**src/common/sram_ctl_pkg.sv**
```systemverilog
// Purpose: shared constants for the static ram host controller
// Assumes: 200 MHz ref_clk, 5 ns period
// Notes: times in ns, cycle counts derived from them
package sram_ctl_pkg;
  localparam int unsigned clk_period_ns = 5;
  localparam int unsigned addr_w = 8;
  localparam int unsigned word_count = 256;
  // address stable before write strobe rises
  localparam int unsigned addr_setup_ns = 300;
  // write strobe width
  localparam int unsigned write_pulse_ns = 400;
  // data stable before strobe ends
  localparam int unsigned data_setup_ns = 300;
  // address and data hold after strobe
  localparam int unsigned hold_ns = 100;
  // address to output access time for reads
  localparam int unsigned access_ns = 1500;
  localparam int unsigned addr_setup_cyc = (addr_setup_ns + clk_period_ns - 1) / clk_period_ns;
  localparam int unsigned write_pulse_cyc = (write_pulse_ns + clk_period_ns - 1) / clk_period_ns;
  localparam int unsigned data_setup_cyc = (data_setup_ns + clk_period_ns - 1) / clk_period_ns;
  localparam int unsigned hold_cyc = (hold_ns + clk_period_ns - 1) / clk_period_ns;
  localparam int unsigned access_cyc = (access_ns + clk_period_ns - 1) / clk_period_ns;
  localparam int unsigned cnt_w = 9;
  typedef enum logic [2:0] {st_idle, st_setup, st_strobe, st_hold, st_read} phase_t;
endpackage

```
**src/hdl/sram_sync2.sv**
```systemverilog
// Purpose: two flop synchroniser for pin inputs
// Assumes: single ref_clk domain
// Notes: first flop is read only by the second
`timescale 1ns/1ps
module sram_sync2 #(
  parameter int unsigned width = 2
) (
  input wire logic ref_clk,
  input wire logic arst_n,
  input wire logic [width-1:0] pin_in,
  output logic [width-1:0] pin_sync
);
  logic [width-1:0] stage_reg;
  always_ff @(posedge ref_clk or negedge arst_n) begin
    if (!arst_n) begin
      stage_reg <= '0;
      pin_sync <= '0;
    end else begin
      stage_reg <= pin_in;
      pin_sync <= stage_reg;
    end
  end
endmodule

```
**src/hdl/sram_host_ctl.sv**
```systemverilog
// Purpose: host controller driving a 256 x 1 asynchronous static ram
// Assumes: memory pins are clockless; outputs sampled through sram_sync2
// Notes: one access at a time; req taken only when ready is high
`timescale 1ns/1ps
module sram_host_ctl
(
  input wire logic ref_clk,
  input wire logic arst_n,
  input wire logic req_valid,
  input wire logic req_write,
  input wire logic [sram_ctl_pkg::addr_w-1:0] req_addr,
  input wire logic req_wdata,
  output logic req_ready,
  output logic rsp_valid,
  output logic rsp_rdata,
  output logic rsp_error,
  output logic [sram_ctl_pkg::addr_w-1:0] mem_addr,
  output logic mem_sel_n,
  output logic mem_rw,
  output logic mem_din,
  input wire logic mem_dout,
  input wire logic mem_dout_n
);
  import sram_ctl_pkg::*;

  phase_t phase_reg;
  logic [cnt_w-1:0] cnt_reg;
  logic write_reg;
  logic [1:0] dout_sync;

  sram_sync2 #(.width(2)) u_sync (
    .ref_clk(ref_clk),
    .arst_n(arst_n),
    .pin_in({mem_dout, mem_dout_n}),
    .pin_sync(dout_sync)
  );

  assign req_ready = (phase_reg == st_idle);

  // sequencing: select frames the whole access, rw is the timed strobe
  always_ff @(posedge ref_clk or negedge arst_n) begin
    if (!arst_n) begin
      phase_reg <= st_idle;
      cnt_reg <= '0;
    end else begin
      unique case (phase_reg)
        st_idle: begin
          if (req_valid) begin
            cnt_reg <= '0;
            phase_reg <= req_write ? st_setup : st_read;
          end
        end
        st_setup: begin
          // address and data settle before strobe
          if (cnt_reg == cnt_w'(addr_setup_cyc - 1)) begin
            cnt_reg <= '0;
            phase_reg <= st_strobe;
          end else begin
            cnt_reg <= cnt_reg + 1'b1;
          end
        end
        st_strobe: begin
          if (cnt_reg == cnt_w'(write_pulse_cyc - 1)) begin
            cnt_reg <= '0;
            phase_reg <= st_hold;
          end else begin
            cnt_reg <= cnt_reg + 1'b1;
          end
        end
        st_read: begin
          // wait access time plus synchroniser delay
          if (cnt_reg == cnt_w'(access_cyc + 1)) begin
            cnt_reg <= '0;
            phase_reg <= st_hold;
          end else begin
            cnt_reg <= cnt_reg + 1'b1;
          end
        end
        st_hold: begin
          if (cnt_reg == cnt_w'(hold_cyc - 1)) begin
            cnt_reg <= '0;
            phase_reg <= st_idle;
          end else begin
            cnt_reg <= cnt_reg + 1'b1;
          end
        end
      endcase
    end
  end

  // pins: address and data latched at request, stable to the end
  always_ff @(posedge ref_clk or negedge arst_n) begin
    if (!arst_n) begin
      mem_addr <= '0;
      mem_din <= 1'b0;
      write_reg <= 1'b0;
    end else if (phase_reg == st_idle && req_valid) begin
      mem_addr <= req_addr;
      mem_din <= req_wdata;
      write_reg <= req_write;
    end
  end

  always_ff @(posedge ref_clk or negedge arst_n) begin
    if (!arst_n) begin
      mem_sel_n <= 1'b1;
      mem_rw <= 1'b0;
    end else begin
      mem_sel_n <= !((phase_reg == st_idle && req_valid) ||
                     (phase_reg != st_idle && !(phase_reg == st_hold &&
                      cnt_reg == cnt_w'(hold_cyc - 1))));
      mem_rw <= (phase_reg == st_setup && cnt_reg == cnt_w'(addr_setup_cyc - 1)) ||
                (phase_reg == st_strobe && cnt_reg != cnt_w'(write_pulse_cyc - 1));
    end
  end

  // read and write answers: on reads true and complement must disagree
  always_ff @(posedge ref_clk or negedge arst_n) begin
    if (!arst_n) begin
      rsp_valid <= 1'b0;
      rsp_rdata <= 1'b0;
      rsp_error <= 1'b0;
    end else begin
      rsp_valid <= 1'b0;
      if (phase_reg == st_read && cnt_reg == cnt_w'(access_cyc + 1)) begin
        rsp_valid <= 1'b1;
        rsp_rdata <= dout_sync[1];
        rsp_error <= (dout_sync[1] == dout_sync[0]);
      end else if (phase_reg == st_hold && write_reg && cnt_reg == '0) begin
        rsp_valid <= 1'b1;
        rsp_rdata <= dout_sync[1];
        rsp_error <= 1'b0;
      end
    end
  end

  // helper counter for strobe width
  logic [cnt_w-1:0] rw_len_reg;
  always_ff @(posedge ref_clk or negedge arst_n) begin
    if (!arst_n) begin
      rw_len_reg <= '0;
    end else if (mem_rw) begin
      rw_len_reg <= rw_len_reg + 1'b1;
    end else begin
      rw_len_reg <= '0;
    end
  end

  // helper counter for select frame length
  logic [cnt_w-1:0] sel_len_reg;
  always_ff @(posedge ref_clk or negedge arst_n) begin
    if (!arst_n) begin
      sel_len_reg <= '0;
    end else if (!mem_sel_n) begin
      sel_len_reg <= sel_len_reg + 1'b1;
    end else begin
      sel_len_reg <= '0;
    end
  end

  a_rw_width: assert property (@(posedge ref_clk) disable iff (!arst_n)
    $fell(mem_rw) |-> rw_len_reg == cnt_w'(write_pulse_cyc))
    else $error("write strobe width wrong");
  a_rw_in_sel: assert property (@(posedge ref_clk) disable iff (!arst_n)
    mem_rw |-> !mem_sel_n)
    else $error("write strobe without select");
  a_addr_stable: assert property (@(posedge ref_clk) disable iff (!arst_n)
    !mem_sel_n && !$past(mem_sel_n) |-> $stable(mem_addr))
    else $error("address moved during access");
  a_data_stable: assert property (@(posedge ref_clk) disable iff (!arst_n)
    mem_rw || $fell(mem_rw) |-> $stable(mem_din))
    else $error("data moved during strobe");
  a_addr_setup: assert property (@(posedge ref_clk) disable iff (!arst_n)
    $rose(mem_rw) |-> !$past(mem_sel_n, 60) && $past(mem_addr, 60) == mem_addr)
    else $error("strobe before address setup");
  a_read_low: assert property (@(posedge ref_clk) disable iff (!arst_n)
    phase_reg == st_read |-> !mem_rw && !mem_sel_n)
    else $error("read without rw low");
  a_ready_idle: assert property (@(posedge ref_clk) disable iff (!arst_n)
    req_ready && req_valid |=> !req_ready && !mem_sel_n)
    else $error("request not taken");
  a_rd_rsp: assert property (@(posedge ref_clk) disable iff (!arst_n)
    req_ready && req_valid && !req_write |-> ##[300:310] rsp_valid)
    else $error("read answer missing");
  a_sel_width: assert property (@(posedge ref_clk) disable iff (!arst_n)
    $rose(mem_sel_n) |-> sel_len_reg >= cnt_w'(addr_setup_cyc + write_pulse_cyc))
    else $error("select frame too short");
  a_din_setup: assert property (@(posedge ref_clk) disable iff (!arst_n)
    $fell(mem_rw) |-> $past(mem_din, 60) == mem_din)
    else $error("data set too late before strobe end");
  a_rw_read_low: assert property (@(posedge ref_clk) disable iff (!arst_n)
    !write_reg |-> !mem_rw)
    else $error("write strobe during read");
  a_addr_hold: assert property (@(posedge ref_clk) disable iff (!arst_n)
    $fell(mem_rw) |-> ##19 !mem_sel_n)
    else $error("select released too soon after strobe");
  a_wr_answer: assert property (@(posedge ref_clk) disable iff (!arst_n)
    $fell(mem_rw) |=> rsp_valid)
    else $error("write answer missing");
  a_rsp_pulse: assert property (@(posedge ref_clk) disable iff (!arst_n)
    rsp_valid |=> !rsp_valid)
    else $error("answer longer than one cycle");
  a_idle_quiet: assert property (@(posedge ref_clk) disable iff (!arst_n)
    req_ready |-> mem_sel_n && !mem_rw)
    else $error("memory pins busy while idle");
  c_write: cover property (@(posedge ref_clk) $fell(mem_rw));
  c_read: cover property (@(posedge ref_clk) rsp_valid && !write_reg);
  c_err: cover property (@(posedge ref_clk) rsp_valid && rsp_error);
  c_wr_rsp: cover property (@(posedge ref_clk) rsp_valid && write_reg);
  c_read_ok: cover property (@(posedge ref_clk) rsp_valid && !write_reg && !rsp_error);
endmodule

```
**config.mk**
```make
export PLATFORM = sky130hd
export DESIGN_NAME = sram_host_ctl
export DESIGN_NICKNAME = d
export VERILOG_FILES = /design/src/common/sram_ctl_pkg.sv /design/src/hdl/sram_sync2.sv /design/src/hdl/sram_host_ctl.sv
export SDC_FILE = /design/constraint.sdc
export NUM_CORES = 1
export LEC_CHECK = 0
export ABC_CLOCK_PERIOD_IN_PS = 5000
export BUFFER_PORTS_ARGS = -buffer_cell sky130_fd_sc_hd__buf_2
export CORE_ASPECT_RATIO = 1.25
export CORE_MARGIN = 8
export CORE_UTILIZATION = 50
export CTS_CLUSTER_DIAMETER = 50
export DETAILED_ROUTE_END_ITERATION = 10
export GPL_ROUTABILITY_DRIVEN = 0
export PLACE_DENSITY = 0.73
export SYNTH_ARGS = -nofsm -noshare
export SYNTH_HDL_FRONTEND = slang
export SYNTH_SLANG_ARGS = --single-unit
```
**constraint.sdc**
```tcl
create_clock -name ref_clk -period 5 [get_ports ref_clk]
set_input_delay 1 -clock ref_clk [delete_from_list [all_inputs] [get_ports ref_clk]]
set_output_delay 1 -clock ref_clk [all_outputs]
set_load 0.02 [all_outputs]
```
# Yosys cells after proc, flatten, opt, wreduce, memory -nomap -nowiden
# Cells that the tools add are included.
# totals
ff_bits,31
word_cells,64
input_bits,15
output_inout_bits,15
# classes
n_addsub,1
muxes,19
n_reduce_logical,17
n_eq_ne,15
# op_table
cell,count
$mux 9,5
$pmux 9 s5,1
$mux 3,6
$pmux 3 s5,1
$add 9x1->9 const B,1
$eq 9x5->1 const B,1
$eq 9x6->1 const B,1
$eq 9x7->1 const B,1
$eq 9x9->1 const B,1
$logic_not 9->1,1
$ne 9x7->1 const B,1
$logic_and 1x1->1,8
$ne 2x2->1 const B,4
$eq 3x2->1 const B,2
$mux 1,6
$reduce_and 5->1,1
$eq 3x1->1 const B,1
$eq 3x3->1 const B,1
$logic_not 3->1,1
$reduce_bool 3->1,1
$logic_not 1->1,2
$logic_or 1x1->1,2
$ne 2x1->1 const B,1
$reduce_bool 2->1,1
$eq 1x1->1,1

# Depth between registers and ports, before layout
# Gate-level depths: netlist of run 1.
# depth
depth_word,6
mapped_depth,8
mapped_depth_nobuf,7

# By module
# From an unflattened synthesis of run 1, not the netlist that was laid out.
# hier_totals
hier_cells,137
hier_area_um2,1535.2
# modules_own_cells
module,seq_area_each_um2,n_inst,area_each_um2,cells_per_inst
sram_host_ctl,676.9,1,1435.1,133
sram_sync2,100.1,1,100.1,4

# Least setup slack after synthesis of run 1
# No wires, ideal clock.
# synth_timing
path_type,flip-flop to flip-flop
startpoint,register phase_reg[0]
endpoint,register mem_addr[0] (netlist name)
arrival_ns,2.067
n_path_buf,2
setup_slack_ns,2.808
setup_time_ns,0.125
synth_period_minus_slack_ns,2.192
t_required_ns,4.875
path_stages_with_launch,6
cell_sequence,dfrtp_1 clkbuf_1 nor3_1 and2_1 clkbuf_1 mux2_2
# synth_via
elab_chain_len,2
# synth_rtl
element,line_no,rtl
"start, declared",sram_host_ctl.sv:26,phase_t phase_reg;
"start signal, assigned",sram_host_ctl.sv:43,phase_reg <= st_idle;
"start signal, assigned",sram_host_ctl.sv:50,phase_reg <= req_write ? st_setup : st_read;
"start signal, assigned",sram_host_ctl.sv:57,phase_reg <= st_strobe;
$logic_not 3->1,n/a,
net req_ready,sram_host_ctl.sv:13,"output logic req_ready,"
$logic_and 1x1->1,sram_host_ctl.sv:97,end else if (phase_reg == st_idle && req_valid) begin
"end signal, assigned",sram_host_ctl.sv:98,mem_addr <= req_addr;
"end, declared",sram_host_ctl.sv:17,"output logic [sram_ctl_pkg::addr_w-1:0] mem_addr,"
# The timed path passes the listed nets, and every way through them passes these cells.
# A chain may end at the register's enable or synchronous reset.

# Worst setup path after layout of run 1
# layout_timing
startpoint,register phase_reg[1]
endpoint,register cnt_reg[4]
# layout_via
elab_chain_len,2
elab_cells_between_ends,7
cone_classes,5 x eq/ne; 1 x mux; 1 x reduce/logical
# layout_rtl
element,line_no,rtl
"$eq 3x2->1, or another cell as far along",sram_host_ctl.sv:46,unique case (phase_reg)
$pmux 9 s5 / $ne 2x2->1 (equally long branches),n/a,
"end signal, assigned",sram_host_ctl.sv:59,cnt_reg <= cnt_reg + 1'b1;
"end signal, assigned",sram_host_ctl.sv:67,cnt_reg <= cnt_reg + 1'b1;
"end signal, assigned",sram_host_ctl.sv:76,cnt_reg <= cnt_reg + 1'b1;
"end, declared",sram_host_ctl.sv:27,logic [cnt_w-1:0] cnt_reg;
# Several ways; a longest one is shown, not always the timed one.

==> results of run 1 <==
-- worst max-delay path, cell delays in order, from the launching register on --
cell,delay (ps)
dfrtp_1,570
nor3b_1,420
o2111ai_1,270
a211oi_4,640
nor3_1,100
a211o_1,280
-- logic make-up (layout without fill, tap and decap cells) --
family                     count (synthesis)  after routing
xor gates and xnor gates                   1              1
DFF                                       31             31
AOI/OAI and AO/OA                         29             29
and+or+nand+nor                           58             58
adders and majority gates                  3              3
buffers and inverters                     15             43
muxes                                     12             12
-- path summary, 6_finish.rpt --
kind | from | to | slack [ps] | depth (start not counted)
worst max register to register | phase_reg[1]$_DFFE_PN0P_ | cnt_reg[4]$_DFFE_PN0P_ | 2600 | 5
worst max-delay path | phase_reg[1]$_DFFE_PN0P_ | cnt_reg[4]$_DFFE_PN0P_ | 2600 | 5
min in group asynchronous | arst_n | phase_reg[1]$_DFFE_PN0P_ | 680 | 1
max in group asynchronous | arst_n | cnt_reg[1]$_DFFE_PN0P_ | 3860 | 1
worst min register to register | u_sync.stage_reg[0]$_DFF_PN0_ | u_sync.pin_sync[0]$_DFF_PN0_ | 350 | 0
worst min-delay path | u_sync.stage_reg[0]$_DFF_PN0_ | u_sync.pin_sync[0]$_DFF_PN0_ | 350 | 0
-- layout make-up --
class	count	area [µm²]	area share, %
Sequential cell	31	777	43.5
Multi-Input combinational cell	103	714	40.0
Timing Repair Buffer	29	145	8.13
Tap cell	36	45.0	2.52
Clock inverter	3	43.8	2.45
Clock buffer	5	37.5	2.10
Inverter	6	22.5	1.26
-- synthesized netlist by cell type, drive strengths merged, types with 3 or more instances --
cell,n
inv,6
o21ai,6
nand3,4
buf,3
mux2,11
nor4,3
ha,3
nor3,6
and2,3
dfrtp,30
nor2,9
nor3b,4
clkbuf,6
nand2,10
nand4,4
nor2b,4
a21oi,6
a21o,6
-- metrics by stage --
stage	hold WS, ps	utilization [%]	power [mW]	setup WS [ps]
final	355	60.6	0.598	2600
after global routing	379	60.6	0.634	2380
after CTS	361	60.6	0.604	2620
after detailed placement	336	57.9	0.409	2560
after global placement	332	57.9	0.402	2580
after floorplan	331	-	0.384	2810
-- per-layer routing --
layer	GRT usage, %	routed length (µm)
met1	12.9	1210
met2	26.5	1870
met3	5.40	211
met4	5.91	60
met5	0	0
-- power by group --
group          leakage (nW)  internal, mW  switching, mW
Combinational         0.461        0.0405         0.0402
Sequential            0.394         0.274         0.0500
Clock                0.0452         0.105         0.0880
Total                 0.900         0.420          0.178
==> results.md, run 1 <==
- Layout cells sized above 1: 29.4%
- Hold Path Class: flop to flop
- Max-slew headroom: 32.8%
- Highest clock rate: 0.417 GHz
- First-pass GRT wire length: 5690 µm
- CP max FO: 15
- Synth Area in Simple Gates: 21.0%
- Final HPWL DP: 2530 µm
- Layout area overhead: 14.6%
- Area leader, netlist: dfrtp_1
- Placed cell areas: 1700 µm²
- IO Pins: 30
- Total Wirelength: 3350 µm
- Share of the synthesized area in the top cell type: 48.2%
- Kind of critical path: flop to flop
- Status: finished clean
- Final setup vio count: 0
- H-Tree Depth: 2
- Xor/xnor share of the synthesized area: 0.562%
- Synthesized netlist cell count: 149
- CTS root buf: clkbuf_4
- Maximum clock path buffer count: 2
- Post-synth EDFFs: 0
- Worst-Skew Late Latency: 330 ps
- Yosys reg bits: 31
- Number of flip-flops in the largest register: 9
- Die Y: 78.4 µm
- Seq/Total Area, Yosys: 49.9%
- Clock-pin slew on the worst setup and hold paths: 110 ps
- Routed Antenna Nets: 0
- Multiplexer area fraction after synthesis: 8.59%
- Most common cell after layout, fill and taps aside: dfrtp_1
- Clock Sinks: 31
- CTS tree: built
- Via count: 1,248
- Fillers: 243
- Vias in the first global route: 1,324
- Die area: 5170 µm²
- Largest net degree at the start of global routing: 32
- DRT Pass-1 Iters: 4
- Initial core utilization: 52.9%
- Ys flop type: dfrtp_1
- Die Span X: 65.9 µm
- Least-Margin Pin Slew: 999 ps
- Hold_buf cts: 0
- Num CTS Buffers: 5
- Port buffer count: 29
- Most frequent cells in the layout: 30 x dfrtp_1, 29 x buf_2, 11 x mux2_2
- Total Neg Setup Slack: 0 ps
- Number of setup buffers added after CTS: 0
- Largest cells by area after synthesis: dfrtp_1 48%, mux2_2 8.0%, a21o_1 2.9%
- Dpl cells: 205
- CP startpoint kind: flop
- Worst VDD drop: 0.000292 V
- Post-synth ARST share: 100%
- Clock skew: 12.1 ps
- Slew Limit Fails: 0
- Arr. time, crit path: 2620 ps
- Post-route cell area: 1790 µm²
- Crit share post-route: 48.0%
- Largest family of logic cells by synthesized area: simple AND/OR/NAND/NOR gates
- DR WL/cell: 15.7 µm
- Yosys cell types: 43
- Post-Syn Nets: 167
- Post-CTS sizing: 0
- Crit path capture type: flop
- Core area: 2950 µm²
- GRT Residual Overflow: 0
- Via density: 5.86
- Mapped Area: 1560 µm²
- NumNets Final: 194
- PwrDens: 335 nW/µm²
- MaxCap Viol Count: 0
- Synth Area in Compound Gates: 13.3%
- Leakage power total: 0.900 nW
- Initial antenna violation count: 0
- Initial DRC Count: 132
- Mapped Avg Cell Area: 10.5 µm²
- Total global-route track usage: 14.1%
- DRC: 0
- Post-Synth Adder-Cell Area: 2.41%
- ANT cells: 0
- Cell Rows: 22
- RSZ-0062 raised after global routing: no
- Final hold violation count: 0
- Non-Filler Instances: 213
- Min cycle time layout: 2400 ps
- Critical Path RT: 5220 ps
- Ys Warns: 0
Note: power is estimated with default switching activity, not from simulation.
==> inputs of run 2 (changes only) <==
- ABC_AREA: default -> 1
- ABC_CLOCK_PERIOD_IN_PS: 5000 -> 2500
- clock period: 5 -> 2.5 ns (I/O delays scaled with it)
==> run 2 against run 1 <==
Compared with the run above: worst hold slack got worse by 110 ps; global-route usage fell by 0.81 points; clock skew fell by 4.1 ps; clock-buffer cell count rose by 1; synthesized cell count rose by 19%; worst setup slack got worse by 1700 ps.
==> results.md, run 2 <==
- Hold Path Class: primary input to async pin
- ANT cells: 0
- Number of flip-flops in the largest register: 9
- Least-Margin Pin Slew: 661 ps
- RSZ-0062 raised after global routing: no
- Die area: 5270 µm²
- Max-slew headroom: 55.9%
- Ys flop type: dfrtp_1
- Layout cells sized above 1: 29.7%
- Pwr Total: 2.07 mW
- CP max stage cell: dfrtp_1
- First-pass GRT wire length: 5350 µm
- Clock Sinks: 31
- Yosys cell types: 26
- Ys Warns: 0
- Initial antenna violation count: 0
- Total global-route track usage: 13.3%
- Via count: 1,265
- Die Span X: 66.5 µm
- GRT Residual Overflow: 0
- PwrDens: 1110 nW/µm²
- CTS tree: built
- NumNets Final: 230
- Crit share post-route: 64.4%
- Die Y: 79.2 µm
- Yosys reg bits: 31
- R2r endpoint: phase_reg[1]$_DFFE_PN0P_
- Crit path capture type: output port
- Arr. time, crit path: 1110 ps
- CP top delay family: flip-flops
- DRT Pass-1 Iters: 4
- R2R setup slack: 910 ps
- Num CTS Buffers: 5
- Worst-Skew Late Latency: 290 ps
- Routed Antenna Nets: 0
- Post-CTS sizing: 0
- Most frequent cells in the layout: 49 x nand2_1, 30 x dfrtp_1, 29 x buf_2
- Top-count cell post-synth: nand2_1
- H-Tree Depth: 2
- Initial DRC Count: 48
- CP endpoint: req_ready
- DRC: 0
- Worst VDD drop: 0.000673 V
- Seq/Total Area, Yosys: 48.7%
- FF-to-FF Start: cnt_reg[0]$_DFFE_PN0P_
- Status: finished clean
- Leakage power total: 0.978 nW
- Port buffer count: 29
- Critical path origin: phase_reg[1]$_DFFE_PN0P_
- Final HPWL DP: 2500 µm
- IO Pins: 30
- Max stage delay on crit path: 450 ps
- Clock skew: 8.00 ps
- Worst Path Buf+Inv: 1
- Critical Path RT: 2000 ps
- Clock-pin slew on the worst setup and hold paths: 70 ps
- Mapped Area: 1600 µm²
- Min cycle time layout: 1610 ps
- R2r worst-path depth: 10
- CP max FO: 6
- Area leader, netlist: dfrtp_1
- Slew Limit Fails: 0
- Total Neg Setup Slack: 0 ps
- Layout area overhead: 16.5%
- Largest net degree at the start of global routing: 32
- Largest cells by area after synthesis: dfrtp_1 47%, nand2_1 12%, mux2_4 7.5%
- CP startpoint kind: flop
- Synthesized netlist cell count: 178
- Highest clock rate: 0.621 GHz
- Final hold violation count: 0
- Synth top cells by count: 49 x nand2_1, 30 x dfrtp_1, 17 x inv_1, 15 x nand3_1
- Post-synth ARST share: 100%
- Kind of critical path: flop to output port
- Via density: 5.08
- Final setup vio count: 0
- MaxCap Viol Count: 0
- Initial core utilization: 50.9%
- Number of setup buffers added after CTS: 0
- Stages on worst setup path: 2
- Core area: 3140 µm²
- Mapped Avg Cell Area: 8.97 µm²
- Crit path cell chain: nor3_2 -> buf_2
- DR WL/cell: 13.0 µm
- Post-Syn Nets: 196
- Most common cell after layout, fill and taps aside: nand2_1
- Hold_buf cts: 0
- Share of the synthesized area in the top cell type: 47.0%
- CTS root buf: clkbuf_8
- Total Wirelength: 3250 µm
- Vias in the first global route: 1,211
- Cell Rows: 23
- Post-synth EDFFs: 0
- Maximum clock path buffer count: 2
## run 2: area by class of cell
type	count	area (µm²)
inverter	21	78.8
clock inverter	1	5.00
tap	37	46.3
clock buffer	6	82.6
fill	287	1280
sequential	31	777
timing repair buffer	29	145
multi-input combinational	124	724
## run 2: how the worst min path moves through the flow
stage,startpoint,endpoint,depth (start not counted)
2_1_floorplan,arst_n,cnt_reg[0]$_DFFE_PN0P_,0
3_3_place_gp,u_sync.stage_reg[0]$_DFF_PN0_,u_sync.pin_sync[0]$_DFF_PN0_,0
3_5_place_dp,u_sync.stage_reg[0]$_DFF_PN0_,u_sync.pin_sync[0]$_DFF_PN0_,0
4_1_cts,arst_n,write_reg$_DFFE_PN0P_,1
5_1_grt,arst_n,write_reg$_DFFE_PN0P_,1
6_report,arst_n,write_reg$_DFFE_PN0P_,1
## run 2: logic make-up (layout without fill, tap and decap cells)
logic type / Yosys count / count (layout) / share of synthesized area (%)
AOI/OAI and AO/OA: 15 / 15 / 5.17
xor gates and xnor gates: 4 / 4 / 2.19
adders and majority gates: 3 / 3 / 2.35
buffers and inverters: 23 / 57 / 5.96
DFF: 31 / 31 / 48.7
muxes: 9 / 9 / 8.23
and+or+nand+nor: 93 / 93 / 27.4
## run 2: per-layer routing
layer | up-vias | part of all wire (%) | global-route usage, %
met5 | - | 0 | 0
met4 | 0 | 2.3 | 7.07
met3 | 7 | 7.6 | 4.78
met2 | 32 | 50 | 21.3
met1 | 586 | 40 | 15.0
li1 | 640 | - | -
## run 2: report_power, final
group          internal (mW)  switching [mW]
Clock                  0.215           0.180
Combinational          0.363           0.556
Sequential             0.659           0.101
Total                   1.24           0.836
## run 2: metrics by stage
stage,cells,worst slack [ps],instance area (µm²),hold slack (ps),utilization (%)
after floorplan,178,987,1600,204,-
after global placement,242,941,1770,338,56.5
after detailed placement,242,918,1770,340,56.5
after CTS,249,875,1860,271,59.3
after global routing,249,792,1860,310,59.3
final,249,889,1860,242,59.3
